==> src/rtl/bmb_pkg.sv <==
// Purpose: Shared constants and types for the basic bus master transfer pair
// Assumes: One global clock, 32-bit data, 4 byte lanes, byte addresses
// Notes: Strobes and byte-lane enables on the bus are active low

package bmb_pkg;

  // Bus widths
  localparam int ADDR_W = 32;
  localparam int DATA_W = 32;
  localparam int LANE_W = 4;
  localparam int CNT_W = 16;

  // Byte-lane enable patterns, active low, one bit per lane
  localparam logic [LANE_W-1:0] LANES_ALL_N = 4'h0;
  localparam logic [LANE_W-1:0] LANES_NONE_N = 4'hf;
  localparam logic [LANE_W-1:0] LANES_LOW2_N = 4'hc;
  localparam logic [LANE_W-1:0] LANES_HIGH2_N = 4'h3;
  localparam logic [LANE_W-1:0] LANE0_ONLY_N = 4'he;
  localparam logic [LANE_W-1:0] LANE2_ONLY_N = 4'hb;

  // Reset values of the bus side
  localparam logic [ADDR_W-1:0] ADDR_RST = 32'h0000_0000;
  localparam logic [DATA_W-1:0] DATA_RST = 32'h0000_0000;
  localparam logic [CNT_W-1:0] CNT_RST = 16'h0000;
  localparam logic STROBE_IDLE_N = 1'b1;

  // Master transfer states, one-hot
  typedef enum logic [2:0] {
    BMB_IDLE = 3'b001,
    BMB_READ = 3'b010,
    BMB_WRITE = 3'b100
  } bmb_state_t;

endpackage : bmb_pkg

==> src/rtl/bmb_if.sv <==
// Purpose: Bus between one master port and the fabric
// Assumes: Both ends run on the same clock, which the testbench supplies
// Notes: No clocking block; the two ends are joined by the testbench

`timescale 1ns/10ps
`default_nettype none

interface bmb_if;
  import bmb_pkg::*;

  // Master to fabric
  logic [ADDR_W-1:0] address;
  logic [LANE_W-1:0] byte_lane_enable_n;
  logic read_n;
  logic write_n;
  logic [DATA_W-1:0] writedata;
  // Fabric to master
  logic [DATA_W-1:0] readdata;
  logic waitrequest;

  modport master (
    output address,
    output byte_lane_enable_n,
    output read_n,
    output write_n,
    output writedata,
    input readdata,
    input waitrequest
  );

  modport fabric (
    input address,
    input byte_lane_enable_n,
    input read_n,
    input write_n,
    input writedata,
    output readdata,
    output waitrequest
  );

endinterface : bmb_if

`default_nettype wire

==> src/rtl/bmb_master.sv <==
// Purpose: Master end of the basic transfer bus with a simple command port
// Assumes: Fabric keeps waitrequest and readdata per the transfer timing
// Notes: One transfer at a time; an idle cycle separates transfers
//
// Behaviour
// - Strobes and lane enables are active low
// - Read drives address, lanes, strobe at start
// - Zero-wait read: sample data, release, continue
// - Fabric raises waitrequest when data is late
// - N wait states give N plus one cycles
// - Hold all outputs while waitrequest high
// - Stalled read data valid when waitrequest drops
// - No timeout; stall as long as asked
// - Reads assert every byte lane
// - Write drives address, data, strobe, lanes
// - Stalled write holds address, data, strobe
// - Write ends at first low waitrequest
// - Lane enables are four bits, one per byte
// - Low enable bit selects its byte lane
// - Single byte uses its address and lane
// - Fabric enables all lanes without enables

`timescale 1ns/10ps
`default_nettype none

module bmb_master
  import bmb_pkg::*;
(
  // Clock and reset
  input wire logic SYS_CLK,
  input wire logic RESET,
  // Bus
  bmb_if.master bus,
  // Command port
  input wire logic CMD_VALID,
  input wire logic CMD_WRITE,
  input wire logic CMD_BYTE,
  input wire logic [ADDR_W-1:0] CMD_ADDR,
  input wire logic [LANE_W-1:0] CMD_LANES,
  input wire logic [DATA_W-1:0] CMD_WDATA,
  output logic CMD_READY,
  // Response port
  output logic RSP_VALID,
  output logic RSP_WRITE,
  output logic [DATA_W-1:0] RSP_RDATA,
  output logic [CNT_W-1:0] RSP_WAITS
);

  bmb_state_t state_r;
  bmb_state_t state_nxt;
  logic take;
  logic finish;
  logic [LANE_W-1:0] byte_lane_n;
  logic [LANE_W-1:0] wr_lanes_n;
  logic [DATA_W-1:0] wr_data;
  logic [ADDR_W-1:0] address_r;
  logic [LANE_W-1:0] lanes_n_r;
  logic read_n_r;
  logic write_n_r;
  logic [DATA_W-1:0] wdata_r;
  logic ready_r;
  logic rsp_valid_r;
  logic rsp_write_r;
  logic [DATA_W-1:0] rsp_rdata_r;
  logic [CNT_W-1:0] wait_cnt_r;
  logic [CNT_W-1:0] rsp_waits_r;

  // Command taken only while idle
  assign take = CMD_VALID & ready_r;

  // A transfer finishes at the first edge with waitrequest low
  assign finish = (state_r != BMB_IDLE) & ~bus.waitrequest;

  // Single byte: one low enable bit picked by the low address bits
  generate
    for (genvar i = 0; i < LANE_W; i++) begin : g_lane
      assign byte_lane_n[i] = (CMD_ADDR[1:0] != 2'(i));
      assign wr_data[8*i +: 8] = CMD_BYTE ? CMD_WDATA[7:0] : CMD_WDATA[8*i +: 8];
    end
  endgenerate

  // Lane selection applies to writes only; low bit enables a lane
  assign wr_lanes_n = CMD_BYTE ? byte_lane_n : ~CMD_LANES;

  // Next state of the transfer sequencer
  always_comb begin
    state_nxt = state_r;
    case (state_r)
      BMB_IDLE: begin
        if (take) begin
          state_nxt = CMD_WRITE ? BMB_WRITE : BMB_READ;
        end
      end
      BMB_READ: begin
        if (!bus.waitrequest) begin
          state_nxt = BMB_IDLE;
        end
      end
      BMB_WRITE: begin
        if (!bus.waitrequest) begin
          state_nxt = BMB_IDLE;
        end
      end
      default: begin
        state_nxt = BMB_IDLE;
      end
    endcase
  end

  // State register
  always_ff @(posedge SYS_CLK) begin
    if (RESET) begin
      state_r <= BMB_IDLE;
    end else begin
      state_r <= state_nxt;
    end
  end

  // Bus outputs: driven at the starting edge, held while stalled
  always_ff @(posedge SYS_CLK) begin
    if (RESET) begin
      address_r <= ADDR_RST;
      lanes_n_r <= LANES_NONE_N;
      read_n_r <= STROBE_IDLE_N;
      write_n_r <= STROBE_IDLE_N;
      wdata_r <= DATA_RST;
    end else if (take) begin
      address_r <= CMD_ADDR;
      if (CMD_WRITE) begin
        write_n_r <= 1'b0;
        read_n_r <= STROBE_IDLE_N;
        lanes_n_r <= wr_lanes_n;
        wdata_r <= wr_data;
      end else begin
        read_n_r <= 1'b0;
        write_n_r <= STROBE_IDLE_N;
        lanes_n_r <= LANES_ALL_N;
      end
    end else if (finish) begin
      // Release everything at the completing edge
      address_r <= ADDR_RST;
      lanes_n_r <= LANES_NONE_N;
      read_n_r <= STROBE_IDLE_N;
      write_n_r <= STROBE_IDLE_N;
      wdata_r <= DATA_RST;
    end
    // Otherwise stalled or idle: nothing moves, with no limit on the stall
  end

  assign bus.address = address_r;
  assign bus.byte_lane_enable_n = lanes_n_r;
  assign bus.read_n = read_n_r;
  assign bus.write_n = write_n_r;
  assign bus.writedata = wdata_r;

  // Ready again in the cycle after a transfer completes
  always_ff @(posedge SYS_CLK) begin
    if (RESET) begin
      ready_r <= 1'b1;
    end else if (take) begin
      ready_r <= 1'b0;
    end else if (finish) begin
      ready_r <= 1'b1;
    end
  end
  assign CMD_READY = ready_r;

  // Wait-state counter for the transfer in flight
  always_ff @(posedge SYS_CLK) begin
    if (RESET) begin
      wait_cnt_r <= CNT_RST;
    end else if (take || finish) begin
      wait_cnt_r <= CNT_RST;
    end else if ((state_r != BMB_IDLE) && bus.waitrequest) begin
      wait_cnt_r <= wait_cnt_r + 16'h0001;
    end
  end

  // Response: read data captured at the completing edge
  always_ff @(posedge SYS_CLK) begin
    if (RESET) begin
      rsp_valid_r <= 1'b0;
      rsp_write_r <= 1'b0;
      rsp_rdata_r <= DATA_RST;
      rsp_waits_r <= CNT_RST;
    end else begin
      rsp_valid_r <= finish;
      if (finish) begin
        rsp_write_r <= (state_r == BMB_WRITE);
        rsp_waits_r <= wait_cnt_r;
        if (state_r == BMB_READ) begin
          rsp_rdata_r <= bus.readdata;
        end
      end
    end
  end

  assign RSP_VALID = rsp_valid_r;
  assign RSP_WRITE = rsp_write_r;
  assign RSP_RDATA = rsp_rdata_r;
  assign RSP_WAITS = rsp_waits_r;

endmodule : bmb_master

`default_nettype wire

==> src/flat_wrapper.sv <==
// flat-port wrapper written by rule: the top's interface ports become plain ports
module bmb_master_flat import bmb_pkg::*;
  (SYS_CLK, RESET, CMD_VALID, CMD_WRITE, CMD_BYTE, CMD_ADDR, CMD_LANES, CMD_WDATA, CMD_READY, RSP_VALID, RSP_WRITE, RSP_RDATA, RSP_WAITS, bus_address, bus_byte_lane_enable_n, bus_read_n, bus_write_n, bus_writedata, bus_readdata, bus_waitrequest);
  bmb_if bus_i ();
  input wire logic SYS_CLK;
  input wire logic RESET;
  input wire logic CMD_VALID;
  input wire logic CMD_WRITE;
  input wire logic CMD_BYTE;
  input wire logic [ADDR_W-1:0] CMD_ADDR;
  input wire logic [LANE_W-1:0] CMD_LANES;
  input wire logic [DATA_W-1:0] CMD_WDATA;
  output logic CMD_READY;
  output logic RSP_VALID;
  output logic RSP_WRITE;
  output logic [DATA_W-1:0] RSP_RDATA;
  output logic [CNT_W-1:0] RSP_WAITS;
  output wire logic [$bits(bus_i.address)-1:0] bus_address;
  output wire logic [$bits(bus_i.byte_lane_enable_n)-1:0] bus_byte_lane_enable_n;
  output wire logic [$bits(bus_i.read_n)-1:0] bus_read_n;
  output wire logic [$bits(bus_i.write_n)-1:0] bus_write_n;
  output wire logic [$bits(bus_i.writedata)-1:0] bus_writedata;
  input wire logic [$bits(bus_i.readdata)-1:0] bus_readdata;
  input wire logic [$bits(bus_i.waitrequest)-1:0] bus_waitrequest;
  assign bus_address = bus_i.address;
  assign bus_byte_lane_enable_n = bus_i.byte_lane_enable_n;
  assign bus_read_n = bus_i.read_n;
  assign bus_write_n = bus_i.write_n;
  assign bus_writedata = bus_i.writedata;
  assign bus_i.readdata = bus_readdata;
  assign bus_i.waitrequest = bus_waitrequest;
  bmb_master u_core (.SYS_CLK(SYS_CLK), .RESET(RESET), .bus(bus_i), .CMD_VALID(CMD_VALID), .CMD_WRITE(CMD_WRITE), .CMD_BYTE(CMD_BYTE), .CMD_ADDR(CMD_ADDR), .CMD_LANES(CMD_LANES), .CMD_WDATA(CMD_WDATA), .CMD_READY(CMD_READY), .RSP_VALID(RSP_VALID), .RSP_WRITE(RSP_WRITE), .RSP_RDATA(RSP_RDATA), .RSP_WAITS(RSP_WAITS));
endmodule
==> config.mk <==
export PLATFORM = sky130hd
export DESIGN_NAME = bmb_master_flat
export DESIGN_NICKNAME = d
export VERILOG_FILES = /design/src/rtl/bmb_pkg.sv /design/src/rtl/bmb_if.sv /design/src/rtl/bmb_master.sv /design/src/flat_wrapper.sv
export SDC_FILE = /design/constraint.sdc
export NUM_CORES = 1
export LEC_CHECK = 0
export BUFFER_PORTS_ARGS = -buffer_cell sky130_fd_sc_hd__buf_4
export CORE_ASPECT_RATIO = 0.8
export CORE_MARGIN = 3
export CORE_UTILIZATION = 47
export DETAILED_ROUTE_END_ITERATION = 6
export PLACE_DENSITY_LB_ADDON = 0.08
export SLEW_MARGIN = 0
export SYNTH_ARGS = -nofsm -noshare
export SYNTH_HDL_FRONTEND = slang
export SYNTH_SLANG_ARGS = --single-unit
==> constraint.sdc <==
create_clock -name SYS_CLK -period 2.4 [get_ports SYS_CLK]
set_clock_uncertainty 0.15 [all_clocks]
set_input_delay 0.24 -clock SYS_CLK [delete_from_list [all_inputs] [get_ports SYS_CLK]]
set_output_delay 0.24 -clock SYS_CLK [all_outputs]
set_load 0.05 [all_outputs]
==> results of run 1 <==
==> final cells by class <==
type / count / area (um^2) / area share
inverters: 1 / 3.75 / 0.000439
well taps: 140 / 175 / 0.0205
clock buffers: 19 / 443 / 0.0519
clock inverters: 13 / 214 / 0.0250
flip-flops and latches: 140 / 2800 / 0.328
repair buffers: 333 / 2740 / 0.321
multi-input cells: 356 / 2160 / 0.253
==> through the flow <==
stage	std cells	utilization
4_1_cts	1002	0.818
6_report	1002	0.818
3_3_place_gp	874	0.663
5_1_grt	1002	0.818
3_5_place_dp	874	0.663
2_1_floorplan	537	-
==> placed cells by master, fill, tap and decap left out, types with 6 or more instances in the layout <==
cell type      count
buf_4            237
dfxtp_1          140
nand2_1          108
dlygate4sd3_1     96
a21oi_1           60
a22o_1            40
mux2i_1           24
o2bb2ai_1         24
clkbuf_16         17
nor2_1            15
nand3_1            8
o21ai_0            7
nor3_1             7
or3_1              6
o21bai_1           6
==> path summary, 6_finish.rpt <==
check | from | depth (start not counted) | end
setup / recovery | u_core.state_r[2] | 3 | u_core.RSP_RDATA[5]
hold / removal | CMD_WRITE | 3 | u_core.state_r[1]
setup reg to reg | u_core.state_r[2] | 3 | u_core.RSP_RDATA[5]
hold reg to reg | u_core.RSP_WAITS[9] | 2 | u_core.RSP_WAITS[9]
==> cells in the mapped netlist (all sizes together) <==
master     n
xor2       4
and2       2
ha         1
o21bai     6
or3b       1
inv        1
o21a       2
a31oi      3
nor2      16
nand2b     5
dfxtp    140
o2bb2ai   24
nand4      5
o31ai      1
a21oi     60
a22o      40
buf        8
a211oi     1
nand3b     3
or3        6
nand2    108
or4        2
xnor2      4
clkbuf    32
nor4b      2
mux2i     24
nor3b      2
o211ai     1
nor4       3
and3       2
nor3       7
and3b      1
and4       2
nand3      8
o21ai      8
or4b       1
nor2b      1
==> state kept, by name, summed over array words and instances, names as in the netlist <==
register,cells
u_core.wait_cnt_r,16
u_core.RSP_VALID,1
u_core.bus.address,32
u_core.RSP_RDATA,32
u_core.CMD_READY,1
u_core.bus.write_n,1
u_core.RSP_WAITS,16
u_core.bus.byte_lane_enable_n,4
u_core.RSP_WRITE,1
u_core.bus.writedata,32
u_core.state_r,3
u_core.bus.read_n,1
==> critical path: cells and delay by family, from the launching register on <==
family	cells	cell delay (ns)
AND/OR/NAND/NOR	2	1.28
AO/OA/AOI/OAI	1	0.10
flip-flops	1	0.41
==> power groups by stage <==
stage / Sequential [uW] / Clock, uW / Combinational (uW)
floorplan: 2760 / 0 / 219
global placement: 2500 / 0 / 794
detailed placement: 2500 / 0 / 805
CTS: 2460 / 2930 / 935
global route: 2470 / 3050 / 999
finish: 2460 / 2890 / 947
==> metal layers <==
metal	global-route usage	up-vias	wire (um)	part of all wire
met3	0.102	46	1480	0.086
met1	0.302	2440	6350	0.37
met4	0.129	0	543	0.032
met5	0	-	0	0
met2	0.497	235	8760	0.51
li1	-	2521	-	-
==> cell families after synthesis <==
group,count (synthesis),synth area share
and+or+nand+nor,177,0.160
AOI/OAI and AO/OA,146,0.197
DFF,140,0.548
buffers and inverters,41,0.0323
muxes,24,0.0470
xor gates and xnor gates,8,0.0137
adders and majority gates,1,0.00245
==> impl_metrics.yaml, run 1 <==
outcome:
  status: "complete, no violations"
pwr:
  p_int_uw: 4690
  p_seq_frac: 0.391
  finalPower_uw: 6290
  pwr-share-comb: 0.150
  irDropWorstVdd_v: 0.000535
  cellPowerDensity_nw_per_um2: 737
  p_switching_uw: 1600
  power.share.clock: 0.459
  cellLeakagePower_uw: 0.00368
  switching_share: 0.254
cells_and_area:
  fill_cells: 596
  nets: 956
  antennaDiodeCount: 0
  layout-drive-gt1-share: 0.318
  area_growth_pct: 67.0
  finish.instance_area_um2: 8540
clock_network:
  path_clk_slew_ns: 0.06
  tritoncts: "built"
  cts_buffers: 17
  hold_buffers: 96
  postCtsSetupRepairBufs: 0
  cts.sink_count: 140
  cts_root_buf: "clkbuf_16"
  clock_path_buffers: 2
  ctsResizeCount: 0
  ctsHtreeMaxLevel: 4
  clock_latency_ns: 0.41
floorplanning:
  io_pins: 227
  die_y_um: 99.3
  die_w_um: 123
  coreArea_um2: 10400
  initial_utilization: 0.490
  die-area_um2: 12200
  rows: 33
synthesis:
  ys_warn_count: 0
  avgSynthCellArea_um2: 9.52
  seq_area_frac_synth: 0.548
  syn_area_um2: 5110
  ys_ff_latch: 140
  yosysUniqueCellTypes: 41
  yosysTopAreaCellShare: 0.548
  synth_top_cell_by_area: "dfxtp_1"
  synthCells: 537
  synth_nets: 644
  synth_area_leaders: "dfxtp_1 (55%), nand2_1 (7.9%), a22o_1 (6.8%)"
sta:
  tightestPinTransition_ns: 0.678
  period_needed_ns: 2.07
  finalSetupViolCount: 0
  worst_slack_ns: 0.326
  grt_setup_unrepaired: "false"
  final-max-slew-violation-count: 0
  max_clock_freq_mhz: 482
  finalHoldViolCount: 0
  hold_slack_ns: 0.0252
  fin_setup_tns_ns: 0
  period_share: 0.864
  slew_headroom: 0.548
place:
  dpl-instance-area_um2: 6920
  dp_worst_setup_slack_ns: 0.391
  dp_hpwl_um: 10300
  port-buffer-count: 226
  routabilityCongestion: 0.784
global_route:
  grt_pass1_wl_um: 27100
  grt-ovfl-total: 0
  grt_max_degree: 40
  grt_pass1_vias: 5386
  grt_antenna_before_repair: 0
  track_usage: 0.282
route:
  wl_per_cell_um: 17.1
  route.antenna.remaining_nets: 0
  routed_wirelength_um: 17100
  firstDrtPassIters: 4
  routed_via_density: 5.23
  vias: 5242
  drt_iter0_markers: 321
  drc: 0
critical_path:
  worstSetupPathType: "flop to flop"
  rrSetupSlack_ns: 0.33
  start_kind: "flop"
  slowest_delay_ns: 1.06
  required_ns: 2.53
  end_kind: "flop"
  cp_slowest_cell: "or4b_2"
  worst-endpoint-arrival_ns: 2.20
  path_max_fanout: 32
  path_cells: "or4b_2 > nand2_1 > a21oi_1"
run:
  maxCapViolations: 0
worst_hold_path:
  hold_class: "input port to flop"
Note: power is estimated with default switching activity, not from simulation.
==> inputs of run 2 (changes only) <==
--- a/config.mk
+++ b/config.mk
@@ -8,7 +8,7 @@
 export BUFFER_PORTS_ARGS = -buffer_cell sky130_fd_sc_hd__buf_4
 export CORE_ASPECT_RATIO = 0.8
 export CORE_MARGIN = 3
-export CORE_UTILIZATION = 47
+export CORE_UTILIZATION = 42
 export DETAILED_ROUTE_END_ITERATION = 6
 export PLACE_DENSITY_LB_ADDON = 0.08
 export SLEW_MARGIN = 0
==> constraint.sdc (replaced) <==
create_clock -name SYS_CLK -period 1.8 [get_ports SYS_CLK]
set_clock_uncertainty 0.15 [all_clocks]
set_input_delay 0.18 -clock SYS_CLK [delete_from_list [all_inputs] [get_ports SYS_CLK]]
set_output_delay 0.18 -clock SYS_CLK [all_outputs]
set_load 0.05 [all_outputs]
==> run 2 against run 1 <==
Critical path depth is 1 higher. Total power is 32% higher. Clock power is 29% higher.
==> impl_metrics.yaml, run 2 (same netlist as run 1, synthesis figures left out) <==
sta:
  finalSetupViolCount: 0
  grt_setup_unrepaired: "false"
  tightestPinTransition_ns: 0.755
  max_clock_freq_mhz: 570
  period_share: 0.975
  slew_headroom: 0.495
  hold_slack_ns: 0.0408
  final-max-slew-violation-count: 0
  finalHoldViolCount: 0
  period_needed_ns: 1.75
worst_hold_path:
  hold_class: "input port to flop"
clock_network:
  tritoncts: "built"
  clock_latency_ns: 0.41
  cts_buffers: 17
  path_clk_slew_ns: 0.06
  cts.sink_count: 140
  cts_root_buf: "clkbuf_16"
  ctsHtreeMaxLevel: 4
  clock_path_buffers: 2
global_route:
  grt-ovfl-total: 0
  grt_antenna_before_repair: 0
  grt_pass1_wl_um: 26400
  track_usage: 0.242
  grt_max_degree: 54
  grt_pass1_vias: 5370
place:
  routabilityCongestion: 0.815
  dp_hpwl_um: 10500
  dpl-instance-area_um2: 7120
  port-buffer-count: 226
critical_path:
  worst-endpoint-arrival_ns: 1.86
  required_ns: 1.91
  worstSetupPathType: "flop to flop"
  path_max_fanout: 32
  end_kind: "flop"
  start_kind: "flop"
cells_and_area:
  finish.instance_area_um2: 8750
  final_common_cell: "buf_4"
  register_area_um2: 2810
  layout-drive-gt1-share: 0.341
  fill_cells: 806
  multiInputGateArea_um2: 2180
  fin_util: 0.749
  final_cell_mix: "buf_4 (249), dfxtp_1 (134), nand2_1 (108)"
  nets: 974
  area_growth_pct: 71.2
  antennaDiodeCount: 0
route:
  routed_wirelength_um: 16700
  drc: 0
  vias: 5225
  firstDrtPassIters: 4
  drt_iter0_markers: 207
  wl_per_cell_um: 16.3
  routed_via_density: 5.08
  route.antenna.remaining_nets: 0
floorplanning:
  coreArea_um2: 11700
  initial_utilization: 0.437
  die-area_um2: 13500
  io_pins: 227
  die_w_um: 129
  die_y_um: 105
  rows: 35
run:
  maxCapViolations: 0
pwr:
  cellPowerDensity_nw_per_um2: 948
  irDropWorstVdd_v: 0.000759
  cellLeakagePower_uw: 0.00378
outcome:
  status: "complete, no violations"
==> run 2: repair_timing <==
item                                    in CTS  in global routing
cloned                                       0                  0
endpoints found under the setup margin      23                  7
resized for setup                            2                  7
hold buffers                                97                  0
buffers inserted                             0                  1
pin swaps                                    0                  1
endpoints found under the hold margin      101                  0
==> run 2: worst max-delay path, stage by stage (launching register included) <==
cell	delay, ns
dfxtp_2	0.34
or4b_2	0.72
buf_12	0.20
nand2_1	0.10
a21oi_1	0.08
==> run 2: final timing paths <==
path | start | end | slack (ns) | cells past startpoint
worst max-delay path | u_core.state_r[2] | u_core.RSP_RDATA[9] | 0.05 | 4
worst min-delay path | CMD_LANES[1] | u_core.bus.byte_lane_enable_n[1] | 0.04 | 4
worst max register to register | u_core.state_r[2] | u_core.RSP_RDATA[9] | 0.05 | 4
worst min register to register | u_core.RSP_RDATA[23] | u_core.RSP_RDATA[23] | 0.30 | 2
==> run 2: metal layers <==
metal | global-route usage | part of all wire | vias up
met5 | 0 | 0 | -
met4 | 0.0780 | 0.019 | 0
met3 | 0.0833 | 0.071 | 23
met2 | 0.421 | 0.51 | 175
met1 | 0.278 | 0.40 | 2459
li1 | - | - | 2568
==> run 2: where the power goes <==
| group | switching [uW] | total [uW] | internal (uW) |
|---|---|---|---|
| clock | 1360 | 3720 | 2370 |
| combinational | 727 | 1300 | 574 |
| sequential | 64.9 | 3270 | 3210 |
==> run 2: final cells by class <==
type / instances / share of cell area
clock buffers: 19 / 0.0506
clock inverters: 13 / 0.0214
inverters: 1 / 0.000429
multi-input cells: 356 / 0.249
flip-flops and latches: 140 / 0.321
well taps: 148 / 0.0212
repair buffers: 351 / 0.336
==> run 2: per-stage QoR <==
stage / cells / total power [uW] / worst slack (ns) / setup TNS [ns]
detailed placement: 898 / 4450 / -0.0147 / -0.0224
global placement: 898 / 4440 / 0.0325 / 0
global route: 1028 / 8570 / 0.00639 / 0
CTS: 1027 / 8350 / 0.0483 / 0
finish: 1028 / 8300 / 0.0451 / 0
floorplan: 537 / 3980 / -0.0171 / -0.512
